--- config.mk ---
export PLATFORM = sky130hd
export DESIGN_NAME = iops_sequencer
export DESIGN_NICKNAME = d
export VERILOG_FILES = /design/src/iops_delay_count.v /design/src/iops_sequencer.v
export VERILOG_INCLUDE_DIRS = /design/src
export SDC_FILE = /design/constraint.sdc
export NUM_CORES = 1
export LEC_CHECK = 0
export ABC_AREA = 1
export BUFFER_PORTS_ARGS = -buffer_cell sky130_fd_sc_hd__buf_2
export CORE_UTILIZATION = 35
export DETAILED_ROUTE_END_ITERATION = 12
export GPL_ROUTABILITY_DRIVEN = 1
export PLACE_DENSITY = 0.54
export REMOVE_ABC_BUFFERS = 1
export SETUP_SLACK_MARGIN = 0.5
export SYNTH_ARGS = -nofsm -noshare
export SYNTH_HDL_FRONTEND = slang
export SYNTH_SLANG_ARGS = --single-unit
--- constraint.sdc ---
create_clock -name core_clk -period 1.5 [get_ports core_clk]
set_input_delay 0.3 -clock core_clk [delete_from_list [all_inputs] [get_ports core_clk]]
set_output_delay 0.3 -clock core_clk [all_outputs]
set_load 0.005 [all_outputs]
--- src/iops_defines.vh ---
// Register map, fields and reset values of the I/O power-up sequencer
`ifndef IOPS_DEFINES_VH
`define IOPS_DEFINES_VH

// ****************************************
// Register byte offsets
// ****************************************
`define IOPS_ADDR_CTRL 8'h00
`define IOPS_ADDR_STATUS 8'h04
`define IOPS_ADDR_USED 8'h08
`define IOPS_ADDR_SRINV 8'h0C
`define IOPS_ADDR_UPULL 8'h10
`define IOPS_ADDR_DOUT 8'h14
`define IOPS_ADDR_SELPIN 8'h18

// ****************************************
// Control fields
// ****************************************
`define IOPS_CTRL_TERM_LSB 0
`define IOPS_CTRL_TERM_MSB 1
`define IOPS_CTRL_DLY_LSB 2
`define IOPS_CTRL_DLY_MSB 5
`define IOPS_TERM_PULLDOWN 2'h0
`define IOPS_TERM_PULLUP 2'h1
`define IOPS_TERM_FLOAT 2'h2
`define IOPS_GWE_DLY_RST 4'h1

// ****************************************
// Status fields
// ****************************************
`define IOPS_ST_STATE_LSB 0
`define IOPS_ST_STATE_MSB 2
`define IOPS_ST_MODE_LSB 3
`define IOPS_ST_MODE_MSB 5
`define IOPS_ST_GSR 6
`define IOPS_ST_GTS 7
`define IOPS_ST_GWE 8
`define IOPS_ST_INIT 9
`define IOPS_ST_SELPIN 10

// ****************************************
// Select-pin register fields
// ****************************************
`define IOPS_SEL_OUT 0
`define IOPS_SEL_DRV 1

`endif

--- src/iops_delay_count.v ---
// Load-and-count delay timer with a one-cycle done pulse
`timescale 1ns/1ns
`default_nettype none

module iops_delay_count #(
  parameter CW = 16
) (
  input wire core_clk,
  input wire rstn,
  input wire start,
  input wire [CW-1:0] load_val,
  output reg busy_r,
  output reg done_r
);

  reg [CW-1:0] cnt_r;

  always @(posedge core_clk or negedge rstn) begin
    if (!rstn) begin
      cnt_r <= {CW{1'b0}};
      busy_r <= 1'b0;
      done_r <= 1'b0;
    end else begin
      done_r <= 1'b0;
      if (start) begin
        cnt_r <= load_val;
        busy_r <= 1'b1;
      end else if (busy_r) begin
        // Done fires when count reaches one, so N loads give N cycles
        if (cnt_r <= {{(CW-1){1'b0}}, 1'b1}) begin
          busy_r <= 1'b0;
          done_r <= 1'b1;
        end else begin
          cnt_r <= cnt_r - {{(CW-1){1'b0}}, 1'b1};
        end
      end
    end
  end

endmodule

`default_nettype wire

--- src/iops_sequencer.v ---
// I/O power-on, configuration and start-up sequencer with Wishbone registers
//
// The Wishbone slave port and the placing of the registers were chosen for this implementation.
`timescale 1ns/1ns
`default_nettype none
`include "iops_defines.vh"

// Summary of operation
// - Until configuration starts all output drivers sit in high impedance.
// - Configuration waits until core, auxiliary and bank 2 supplies are all good.
// - A low pull-up select pin enables pull-ups up to three-state release; high lets pins float.
// - The pull-up select pin carries a weak internal pull-up until user mode so it reads high when open.
// - At power-up the configuration memory is cleared and global set-reset forces cells low.
// - When initialization ends the init status pin rises and the mode inputs are sampled.
// - While configuration loads the drivers stay high impedance with pulls per the select pin.
// - Global set-reset releases at end of configuration; cells start low unless inverted.
// - Start-up releases global three-state; used pins go active, unused pull down by default.
// - Unused pin termination after release is pull-up, pull-down or float, pull-down default.
// - Global write enable releases one cycle after three-state release by default.
// - In user mode pull-ups follow the design and the select pin becomes a plain I/O.
// - Input-only and idle dual-purpose pins follow the same sequence as ordinary I/O.
module iops_sequencer #(
  parameter NUM_IO = 8,
  parameter CLEAR_CYCLES = 16,
  parameter CW = 16
) (
  input wire core_clk,
  input wire rstn,
  input wire vccint_ok,
  input wire vccaux_ok,
  input wire vcco2_ok,
  input wire config_pullup_select_n,
  input wire config_mode_sel_0,
  input wire config_mode_sel_1,
  input wire config_mode_sel_2,
  input wire cfg_load_done,
  output reg init_status_r,
  output reg [2:0] config_mode_r,
  output reg global_set_reset_r,
  output reg global_three_state_r,
  output reg global_write_enable_r,
  output reg [NUM_IO-1:0] io_oe_n_r,
  output reg [NUM_IO-1:0] io_dout_r,
  output reg [NUM_IO-1:0] io_pullup_en_r,
  output reg [NUM_IO-1:0] io_pulldown_en_r,
  output reg [NUM_IO-1:0] io_block_cell_init_r,
  output reg sel_pin_weak_pullup_r,
  output reg sel_pin_oe_n_r,
  output reg sel_pin_out_r,
  input wire [7:0] wb_adr_i,
  input wire [31:0] wb_dat_i,
  input wire [3:0] wb_sel_i,
  input wire wb_we_i,
  input wire wb_cyc_i,
  input wire wb_stb_i,
  output reg [31:0] wb_dat_o,
  output reg wb_ack_o
);

  // ****************************************
  // States
  // ****************************************
  localparam [2:0] ST_CLEAR = 3'h0;
  localparam [2:0] ST_CONFIG = 3'h1;
  localparam [2:0] ST_REL_GSR = 3'h2;
  localparam [2:0] ST_REL_GTS = 3'h3;
  localparam [2:0] ST_WAIT_GWE = 3'h4;
  localparam [2:0] ST_USER = 3'h5;

  localparam [CW-1:0] CLEAR_LOAD = CLEAR_CYCLES[CW-1:0];

  reg [2:0] state_r;
  reg [2:0] state_nxt;
  reg clr_start_r;
  reg gwe_start_r;
  reg [1:0] term_r;
  reg [3:0] gwe_dly_r;
  reg [NUM_IO-1:0] used_r;
  reg [NUM_IO-1:0] srinv_r;
  reg [NUM_IO-1:0] upull_r;
  reg [NUM_IO-1:0] dout_r;
  reg sel_out_r;
  reg sel_drv_r;
  wire clr_busy;
  wire clr_done;
  wire gwe_busy;
  wire gwe_done;
  wire supplies_ok;
  wire wb_req;
  wire wb_wr;
  reg [31:0] rd_data;
  wire [31:0] wr_merged;
  reg [NUM_IO-1:0] pull_up_nxt;
  reg [NUM_IO-1:0] pull_dn_nxt;

  assign supplies_ok = vccint_ok & vccaux_ok & vcco2_ok;
  assign wb_req = wb_cyc_i & wb_stb_i & ~wb_ack_o;
  assign wb_wr = wb_req & wb_we_i;

  // Byte-lane merge used by every writable register except the select-pin register
  function [31:0] lane_merge;
    input [31:0] old_v;
    input [31:0] new_v;
    input [3:0] sel;
    integer i;
    begin
      lane_merge = old_v;
      for (i = 0; i < 4; i = i + 1) begin
        if (sel[i]) begin
          lane_merge[i*8 +: 8] = new_v[i*8 +: 8];
        end
      end
    end
  endfunction

  // ****************************************
  // Timers
  // ****************************************
  iops_delay_count #(.CW(CW)) u_clear_tmr (
    .core_clk(core_clk),
    .rstn(rstn),
    .start(clr_start_r),
    .load_val(CLEAR_LOAD),
    .busy_r(clr_busy),
    .done_r(clr_done)
  );

  iops_delay_count #(.CW(CW)) u_gwe_tmr (
    .core_clk(core_clk),
    .rstn(rstn),
    .start(gwe_start_r),
    .load_val({{(CW-4){1'b0}}, gwe_dly_r - 4'h1}),
    .busy_r(gwe_busy),
    .done_r(gwe_done)
  );

  // ****************************************
  // Sequencer
  // ****************************************
  always @* begin
    state_nxt = state_r;
    case (state_r)
      ST_CLEAR: begin
        if (!clr_busy && !clr_start_r && supplies_ok) begin
          state_nxt = ST_CONFIG;
        end
      end
      ST_CONFIG: begin
        if (cfg_load_done) begin
          state_nxt = ST_REL_GSR;
        end
      end
      // zero delay frees write enable with three-state
      ST_REL_GSR: begin
        if (gwe_dly_r == 4'h0) begin
          state_nxt = ST_USER;
        end else begin
          state_nxt = ST_REL_GTS;
        end
      end
      ST_REL_GTS: begin
        if (gwe_dly_r <= 4'h1) begin
          state_nxt = ST_USER;
        end else begin
          state_nxt = ST_WAIT_GWE;
        end
      end
      ST_WAIT_GWE: begin
        if (gwe_done) begin
          state_nxt = ST_USER;
        end
      end
      ST_USER: begin
        state_nxt = ST_USER;
      end
      default: begin
        state_nxt = ST_CLEAR;
      end
    endcase
    // Supply loss restarts the whole sequence from memory clear
    if (!supplies_ok && state_r != ST_CLEAR) begin
      state_nxt = ST_CLEAR;
    end
  end

  always @(posedge core_clk or negedge rstn) begin
    if (!rstn) begin
      state_r <= ST_CLEAR;
      clr_start_r <= 1'b1;
      gwe_start_r <= 1'b0;
      init_status_r <= 1'b0;
      config_mode_r <= 3'h0;
      global_set_reset_r <= 1'b1;
      global_three_state_r <= 1'b1;
      global_write_enable_r <= 1'b0;
    end else begin
      state_r <= state_nxt;
      clr_start_r <= (state_r != ST_CLEAR) && (state_nxt == ST_CLEAR);
      // Start is raised at set-reset release, so the timer loads at three-state release and its done pulse lands on time
      gwe_start_r <= (state_r == ST_CONFIG) && (state_nxt == ST_REL_GSR) && (gwe_dly_r > 4'h1);
      if (state_nxt == ST_CLEAR) begin
        init_status_r <= 1'b0;
        global_set_reset_r <= 1'b1;
        global_three_state_r <= 1'b1;
        global_write_enable_r <= 1'b0;
      end
      if (state_r == ST_CLEAR && state_nxt == ST_CONFIG) begin
        init_status_r <= 1'b1;
        config_mode_r <= {config_mode_sel_2, config_mode_sel_1, config_mode_sel_0};
      end
      if (state_r == ST_CONFIG && state_nxt == ST_REL_GSR) begin
        global_set_reset_r <= 1'b0;
      end
      if (state_r == ST_REL_GSR && state_nxt != ST_CLEAR) begin
        global_three_state_r <= 1'b0;
      end
      if (state_nxt == ST_USER && state_r != ST_USER) begin
        global_write_enable_r <= 1'b1;
      end
    end
  end

  // ****************************************
  // Pin control
  // ****************************************
  always @* begin
    pull_up_nxt = {NUM_IO{1'b0}};
    pull_dn_nxt = {NUM_IO{1'b0}};
    if (global_three_state_r) begin
      pull_up_nxt = {NUM_IO{~config_pullup_select_n}};
    end else begin
      pull_up_nxt = used_r & upull_r;
      if (term_r == `IOPS_TERM_PULLUP) begin
        pull_up_nxt = pull_up_nxt | ~used_r;
      end else if (term_r == `IOPS_TERM_PULLDOWN) begin
        pull_dn_nxt = ~used_r;
      end
    end
  end

  always @(posedge core_clk or negedge rstn) begin
    if (!rstn) begin
      io_oe_n_r <= {NUM_IO{1'b1}};
      io_dout_r <= {NUM_IO{1'b0}};
      io_pullup_en_r <= {NUM_IO{1'b0}};
      io_pulldown_en_r <= {NUM_IO{1'b0}};
      io_block_cell_init_r <= {NUM_IO{1'b0}};
      sel_pin_weak_pullup_r <= 1'b1;
      sel_pin_oe_n_r <= 1'b1;
      sel_pin_out_r <= 1'b0;
    end else begin
      io_pullup_en_r <= pull_up_nxt;
      io_pulldown_en_r <= pull_dn_nxt;
      if (global_three_state_r) begin
        io_oe_n_r <= {NUM_IO{1'b1}};
      end else begin
        io_oe_n_r <= ~used_r;
      end
      io_dout_r <= dout_r;
      // cells low, inverted ones high after release
      if (global_set_reset_r) begin
        io_block_cell_init_r <= {NUM_IO{1'b0}};
      end else begin
        io_block_cell_init_r <= srinv_r;
      end
      // select pin pulled until user mode, then plain I/O
      if (state_r == ST_USER) begin
        sel_pin_weak_pullup_r <= 1'b0;
        sel_pin_oe_n_r <= ~sel_drv_r;
        sel_pin_out_r <= sel_out_r;
      end else begin
        sel_pin_weak_pullup_r <= 1'b1;
        sel_pin_oe_n_r <= 1'b1;
        sel_pin_out_r <= 1'b0;
      end
    end
  end

  // ****************************************
  // Wishbone registers
  // ****************************************
  always @* begin
    rd_data = 32'h0;
    if (wb_adr_i == `IOPS_ADDR_CTRL) begin
      rd_data[`IOPS_CTRL_TERM_MSB:`IOPS_CTRL_TERM_LSB] = term_r;
      rd_data[`IOPS_CTRL_DLY_MSB:`IOPS_CTRL_DLY_LSB] = gwe_dly_r;
    end else if (wb_adr_i == `IOPS_ADDR_STATUS) begin
      rd_data[`IOPS_ST_STATE_MSB:`IOPS_ST_STATE_LSB] = state_r;
      rd_data[`IOPS_ST_MODE_MSB:`IOPS_ST_MODE_LSB] = config_mode_r;
      rd_data[`IOPS_ST_GSR] = global_set_reset_r;
      rd_data[`IOPS_ST_GTS] = global_three_state_r;
      rd_data[`IOPS_ST_GWE] = global_write_enable_r;
      rd_data[`IOPS_ST_INIT] = init_status_r;
      rd_data[`IOPS_ST_SELPIN] = config_pullup_select_n;
    end else if (wb_adr_i == `IOPS_ADDR_USED) begin
      rd_data[NUM_IO-1:0] = used_r;
    end else if (wb_adr_i == `IOPS_ADDR_SRINV) begin
      rd_data[NUM_IO-1:0] = srinv_r;
    end else if (wb_adr_i == `IOPS_ADDR_UPULL) begin
      rd_data[NUM_IO-1:0] = upull_r;
    end else if (wb_adr_i == `IOPS_ADDR_DOUT) begin
      rd_data[NUM_IO-1:0] = dout_r;
    end else if (wb_adr_i == `IOPS_ADDR_SELPIN) begin
      rd_data[`IOPS_SEL_OUT] = sel_out_r;
      rd_data[`IOPS_SEL_DRV] = sel_drv_r;
    end
  end

  // Read view doubles as the old value for byte-lane writes
  assign wr_merged = lane_merge(rd_data, wb_dat_i, wb_sel_i);

  always @(posedge core_clk or negedge rstn) begin
    if (!rstn) begin
      wb_ack_o <= 1'b0;
      wb_dat_o <= 32'h0;
      term_r <= `IOPS_TERM_PULLDOWN;
      gwe_dly_r <= `IOPS_GWE_DLY_RST;
      used_r <= {NUM_IO{1'b0}};
      srinv_r <= {NUM_IO{1'b0}};
      upull_r <= {NUM_IO{1'b0}};
      dout_r <= {NUM_IO{1'b0}};
      sel_out_r <= 1'b0;
      sel_drv_r <= 1'b0;
    end else begin
      // Unmapped addresses still acknowledge and read zero
      wb_ack_o <= wb_req;
      wb_dat_o <= wb_req ? rd_data : 32'h0;
      if (wb_wr) begin
        if (wb_adr_i == `IOPS_ADDR_CTRL) begin
          term_r <= wr_merged[`IOPS_CTRL_TERM_MSB:`IOPS_CTRL_TERM_LSB];
          gwe_dly_r <= wr_merged[`IOPS_CTRL_DLY_MSB:`IOPS_CTRL_DLY_LSB];
        end else if (wb_adr_i == `IOPS_ADDR_USED) begin
          used_r <= wr_merged[NUM_IO-1:0];
        end else if (wb_adr_i == `IOPS_ADDR_SRINV) begin
          srinv_r <= wr_merged[NUM_IO-1:0];
        end else if (wb_adr_i == `IOPS_ADDR_UPULL) begin
          upull_r <= wr_merged[NUM_IO-1:0];
        end else if (wb_adr_i == `IOPS_ADDR_DOUT) begin
          // Data may be staged any time; pins drive only after release
          dout_r <= wr_merged[NUM_IO-1:0];
        end else if (wb_adr_i == `IOPS_ADDR_SELPIN && wb_sel_i[0]) begin
          sel_out_r <= wb_dat_i[`IOPS_SEL_OUT];
          sel_drv_r <= wb_dat_i[`IOPS_SEL_DRV];
        end
      end
    end
  end

endmodule

`default_nettype wire

==> reports/qor.yml, run 1 <==
outcome: "finished, violations left"
violations: "negative setup slack"
synthTopCellsByArea: "dfrtp_1 46%, nand2_1 13%, nand3_1 6.7%, dfstp_2 5.3%, nor2_1 4.8%"
num_io_pins: 140
fin_skew_ns: 0.006618
cpPeakStageDelay_ns: 0.43
drive_above_1_share_pct: 55.68
cp_max_fo: 7
yosysSeqAreaShare_pct: 51.18
setup_violations: 38
synth_cell_types: 44
route.detailed.drc: 0
worst_path_most_repeated_cell: "buf_12"
crit_chain: "inv_2, ha_4, nand2_4, nor2_4, o21ai_2, a21oi_4, buf_12, buf_8, buf_12, nand2_2, o21ai_1"
grt-ovfl-total: 0
area.growth.synth_to_final_pct: 67.56
post-route-min-period_ns: 1.683
drt-total-wl_mm: 23.02
startpoint_type: "flip-flop"
synth_seq_cells: 142
clk_latency_ns: 0.44
die_height_um: 143.2
max_freq_ghz: 0.5941
yosysTopAreaCellShare_pct: 45.91
grt_pass1_vias: 6496
synth_mux_area_share_pct: 0
antenna_found_initial: 1
crit_path_end_kind: "flip-flop"
path_clk_slew_ns: 0.06
dp_hpwl_mm: 14.88
dieWidth_um: 143.2
critPathBufInv: 4
cts_buffers: 17
fin_ws_ns: -0.1833
ys.flop_type: "dfrtp_1"
antenna_cells: 0
grt_pass1_wl_mm: 34.46
synth_area_leader_cell: "dfrtp_1"
die_area_um2: 20500
h-tree-depth: 4
groute.usage.overall_pct: 22.62
pre_cts_ws_ns: -0.4020
cap_viol_max_count: 0
hold_viol: 0
drv_slew: 0
required_ns: 1.87
synth_top_family_by_area: "simple AND/OR/NAND/NOR gates"
synth-xor-area-share_pct: 2.134
synthCells: 841
met1_usage_pct: 29.85
gp_congestion: 0.9047
synth_compound_area_share_pct: 5.506
synth_edf_count: 0
met2_usage_pct: 36.77
syn_area_um2: 6977
grt_max_degree: 59
dr.pass1.iters: 5
cts_root_buffer: "clkbuf_16"
cp_slowest_cell: "dfrtp_1"
top_regs: "u_clear_tmr.cnt_r x16, u_gwe_tmr.cnt_r x16, wb_dat_o x11"
drtAntennaViolNets: 0
cts_sinks: 142
cts_tree: "yes"
finalNetCount: 1186
holdCritPathClass: "input pin to flip-flop"
arrival_ns: 2.05
p_leak_nw: 5.725
drt_iter0_drc: 384
path_class: "flip-flop to flip-flop"
core_area_um2: 19530
final_util_pct: 59.87
synthArstFlopShare_pct: 100.0
fin_crit_sh_pct: 112.2
powerDensity_nw_per_um2: 1048
met3_usage_pct: 5.366
std_cell_rows: 51
grt_busiest_layer: "met2"
cts.path.max_buffers: 2
synth_simple_gate_area_share_pct: 32.03
floorplan.initialDensity_pct: 35.73
cpLargestDelayFamily: "buffers and inverters"
synth_fa_ha_area_share_pct: 1.255
peakVddDrop_mv: 0.8086
synth.avg_cell_area_um2: 8.296
power.total_mw: 12.25
via_count: 6815
wire_per_inst_um: 16.44
rsz0062_at_grt: "true"
io_buffers: 91
avgViaCountPerCell: 4.868
yosys_warnings: 0
-- synth_stat cells (9+ instances only) --
master / number
o31ai_1: 13
buf_4: 23
dfstp_2: 14
inv_2: 15
dfrtp_1: 128
nand3_1: 93
nand2_1: 235
o21ai_0: 21
nor3_1: 18
nor2_1: 89
inv_1: 67
o21ai_1: 14
xnor2_1: 9
-- power breakdown --
| part | total (mW) | internal (mW) | switching [mW] |
|---|---|---|---|
| clock network | 4.38 | 2.63 | 1.75 |
| logic | 3.47 | 1.64 | 1.83 |
| registers | 4.40 | 4.12 | 0.275 |
-- per-layer routing --
layer / up-vias / part of all wire (%)
li1: 3241 / -
met1: 3349 / 44
met2: 186 / 49
met3: 37 / 5.3
met4: 2 / 1.7
met5: - / 0.056
-- what timing repair did --
item,in CTS,in global routing
setup buffers,41,21
hold buffers,1,0
gates resized for setup,274,205
pin swaps,87,75
endpoints found under the setup margin,178,225
endpoints found under the hold margin,25,0
cloned,6,2
-- logic make-up after synthesis --
group                    Yosys count
adder cells (fa/ha/maj)            7
other                              1
AO/OA/AOI/OAI                     64
XOR/XNOR                          17
buffers and inverters            118
AND/OR/NAND/NOR                  492
flip-flops                       142
-- layout make-up --
type	count	area, um^2
fill	1655	7836
multi-input combinational	601	4350
sequential	142	3580
timing repair buffer	276	2444
clock buffer	20	436.7
inverter	83	380.4
tap	265	331.6
clock inverter	12	160.2
timing repair inverter	1	7.507
-- final timing paths --
kind | slack (ns) | endpoint | cells past startpoint | from
worst max register to register | -0.18 | u_gwe_tmr.cnt_r[12] | 11 | u_gwe_tmr.cnt_r[0]
max in group asynchronous | 0.64 | sel_pin_oe_n_r | 3 | rstn
min in group asynchronous | 0.33 | io_pulldown_en_r[4] | 2 | rstn
worst max-delay path | -0.18 | u_gwe_tmr.cnt_r[12] | 11 | u_gwe_tmr.cnt_r[0]
worst min-delay path | 0.06 | config_mode_r[0] | 3 | config_mode_sel_0
worst min register to register | 0.41 | io_dout_r[6] | 0 | dout_r[6]
-- cells in the final DEF, fill, tap and decap left out, types with 5 or more instances in the layout --
cell	netlist	final
nand3_1	93	37
buf_12	0	13
buf_4	23	117
o21ai_1	14	14
o21ai_2	1	16
inv_4	0	6
nor3_1	18	6
ha_4	0	7
buf_8	0	6
nor2_2	6	19
nor2_1	89	51
xnor2_1	9	9
xor2_1	8	8
inv_1	67	46
o31ai_4	0	6
inv_2	15	23
buf_6	2	52
nand4_1	8	8
buf_2	2	78
nor2_4	8	33
nand3_4	0	13
clkbuf_16	0	19
dfrtp_1	128	121
conb_1	1	21
buf_16	0	6
o31ai_2	0	7
or2_2	8	6
nand2_1	235	160
clkinvlp_4	0	6
nand2_4	1	24
dfrtp_2	0	7
nand3_2	2	45
nand2_2	8	57
nor3_2	0	11
inv_6	0	5
or2_1	5	5
dfstp_2	14	14
-- worst register-to-register path: cells and delay by family, from the launching register on --
family	cells	cell delay [ns]
AO/OA/AOI/OAI	3	0.30
adder cells (fa/ha/maj)	1	0.15
buffers and inverters	4	0.50
flip-flops	1	0.43
AND/OR/NAND/NOR	3	0.24
-- per-stage QoR --
step	TNS [ns]	cells	cell area [um^2]	hold slack [ns]
after floorplan	-4.602	826	6817	0.004409
after global placement	-10.90	1297	8548	0.1807
after detailed placement	-11.71	1297	8548	0.1768
after CTS	-3.705	1377	10680	0.05329
after global routing	-7.664	1400	11690	0.07339
final	-4.428	1400	11690	0.05763
Power figures use the tool's default switching activity.
==> run 2, diff against run 1 <==
Settings changed: PLACE_DENSITY 0.54 to 0.52.
Clock period 1.5 ns to 1.85 ns, I/O delays scaled along.
==> reports/qor.yml, run 2 (synthesized netlist as in run 1, its figures left out) <==
outcome: "finished, final reports clean"
core_area_um2: 19530
cts.path.max_buffers: 2
cp_slowest_cell: "dfstp_2"
dieWidth_um: 143.2
pre_cts_ws_ns: -0.01041
setup_violations: 0
startpoint_type: "flip-flop"
final_cell_mix: "173 x nand2_1, 114 x dfrtp_1, 80 x buf_2"
cp_max_fo: 4
via_count: 6438
avgViaCountPerCell: 4.885
fin_ws_ns: 0.1632
holdWs_ns: 0.1358
rsz0062_at_grt: "true"
nFillCells: 1793
final_common_cell: "nand2_1"
h-tree-depth: 4
dp_hpwl_mm: 14.07
cpPeakStageDelay_ns: 0.56
arrival_ns: 2.01
io_buffers: 91
area.growth.synth_to_final_pct: 48.01
cap_viol_max_count: 0
crit_path_end_kind: "flip-flop"
crit_chain: "inv_2, ha_4, o21ai_4, nor3_2, nor2_1, nand4_1, nand2_2, nand3_4, nand2_2, nand2_1"
cts_root_buffer: "clkbuf_16"
required_ns: 2.18
cpLargestDelayFamily: "simple AND/OR/NAND/NOR gates"
gp_congestion: 0.8739
holdCritPathClass: "input pin to flip-flop"
drt_iter0_drc: 368
die_height_um: 143.2
p_leak_nw: 5.149
grt-ovfl-total: 0
floorplan.initialDensity_pct: 35.73
clk_latency_ns: 0.43
route.detailed.drc: 0
cts_tree: "yes"
drt-total-wl_mm: 21.45
drtAntennaViolNets: 0
max_freq_ghz: 0.5928
finalNetCount: 1104
drv_slew: 0
antenna_cells: 0
num_io_pins: 140
cts_buffers: 17
critPathBufInv: 1
post-route-min-period_ns: 1.687
top_regs: "u_clear_tmr.cnt_r x16, u_gwe_tmr.cnt_r x16, wb_dat_o x11"
antenna_found_initial: 0
die_area_um2: 20500
worst_path_most_repeated_cell: "nand2_2"
final_util_pct: 52.88
reg2reg_slack_ns: 0.16
groute.usage.overall_pct: 21.29
finalSetupTns_ns: 0
std_cell_rows: 51
wire_per_inst_um: 16.27
hold_viol: 0
path_clk_slew_ns: 0.07
path_class: "flip-flop to flip-flop"
powerDensity_nw_per_um2: 936.8
grt_pass1_wl_mm: 32.88
grt_pass1_vias: 6127
drive_above_1_share_pct: 45.20
fin_skew_ns: 0.01049
peakVddDrop_mv: 0.6455
dr.pass1.iters: 5
grt_max_degree: 47
cts_sinks: 142
fin_crit_sh_pct: 91.18
run 2: layout make-up:
cell class	instances	area, um^2	share of cell area [%]
clock buffers	18	429.2	4.156
clock inverters	14	146.4	1.418
inverters	83	365.4	3.538
multi-input cells	602	3925	38.01
flip-flops and latches	142	3592	34.79
well taps	265	331.6	3.211
repair buffers	193	1529	14.81
repair inverters	1	7.507	0.07270
run 2: tightest hold or removal path, stage by stage:
cell,delay (ns)
buf_2,0.08
nand2_1,0.04
nand2_1,0.04
run 2: path summary, 6_finish.rpt:
check                             startpoint                    end  depth (start not counted)
setup / recovery                gwe_dly_r[0]  global_write_enable_r                         10
hold / removal             config_mode_sel_1       config_mode_r[1]                          3
setup reg to reg                gwe_dly_r[0]  global_write_enable_r                         10
hold reg to reg                    dout_r[5]           io_dout_r[5]                          0
max in group asynchronous               rstn         sel_pin_oe_n_r                          3
min in group asynchronous               rstn    io_pulldown_en_r[3]                          2
run 2: power breakdown:
group	switching, mW	internal [mW]
sequential	0.278	3.35
combinational	1.47	1.18
clock	1.50	1.90
run 2: through the flow:
step | std cells | instance area (um^2) | total power [mW]
after floorplan | 826 | 6817 | 4.547
after global placement | 1219 | 7938 | 5.046
after detailed placement | 1219 | 7938 | 5.063
after CTS | 1292 | 9288 | 9.105
after global routing | 1318 | 10330 | 10.13
final | 1318 | 10330 | 9.673
run 2: repair_timing:
item,in CTS,in global routing
resized for setup,117,221
gates cloned,5,0
pin swaps,41,68
endpoints found under the setup margin,92,111
hold buffers,1,0
buffers inserted,35,26
hold endpoints to repair,26,0
run 2: per-layer routing:
layer  global-route usage [%]  up-vias  wire, um
met5                        0        -         0
met4                    6.169        0       375
met3                    4.661       30      1192
met2                    32.97      196     10280
met1                    29.69     3139      9594
li1                         -     3073         -
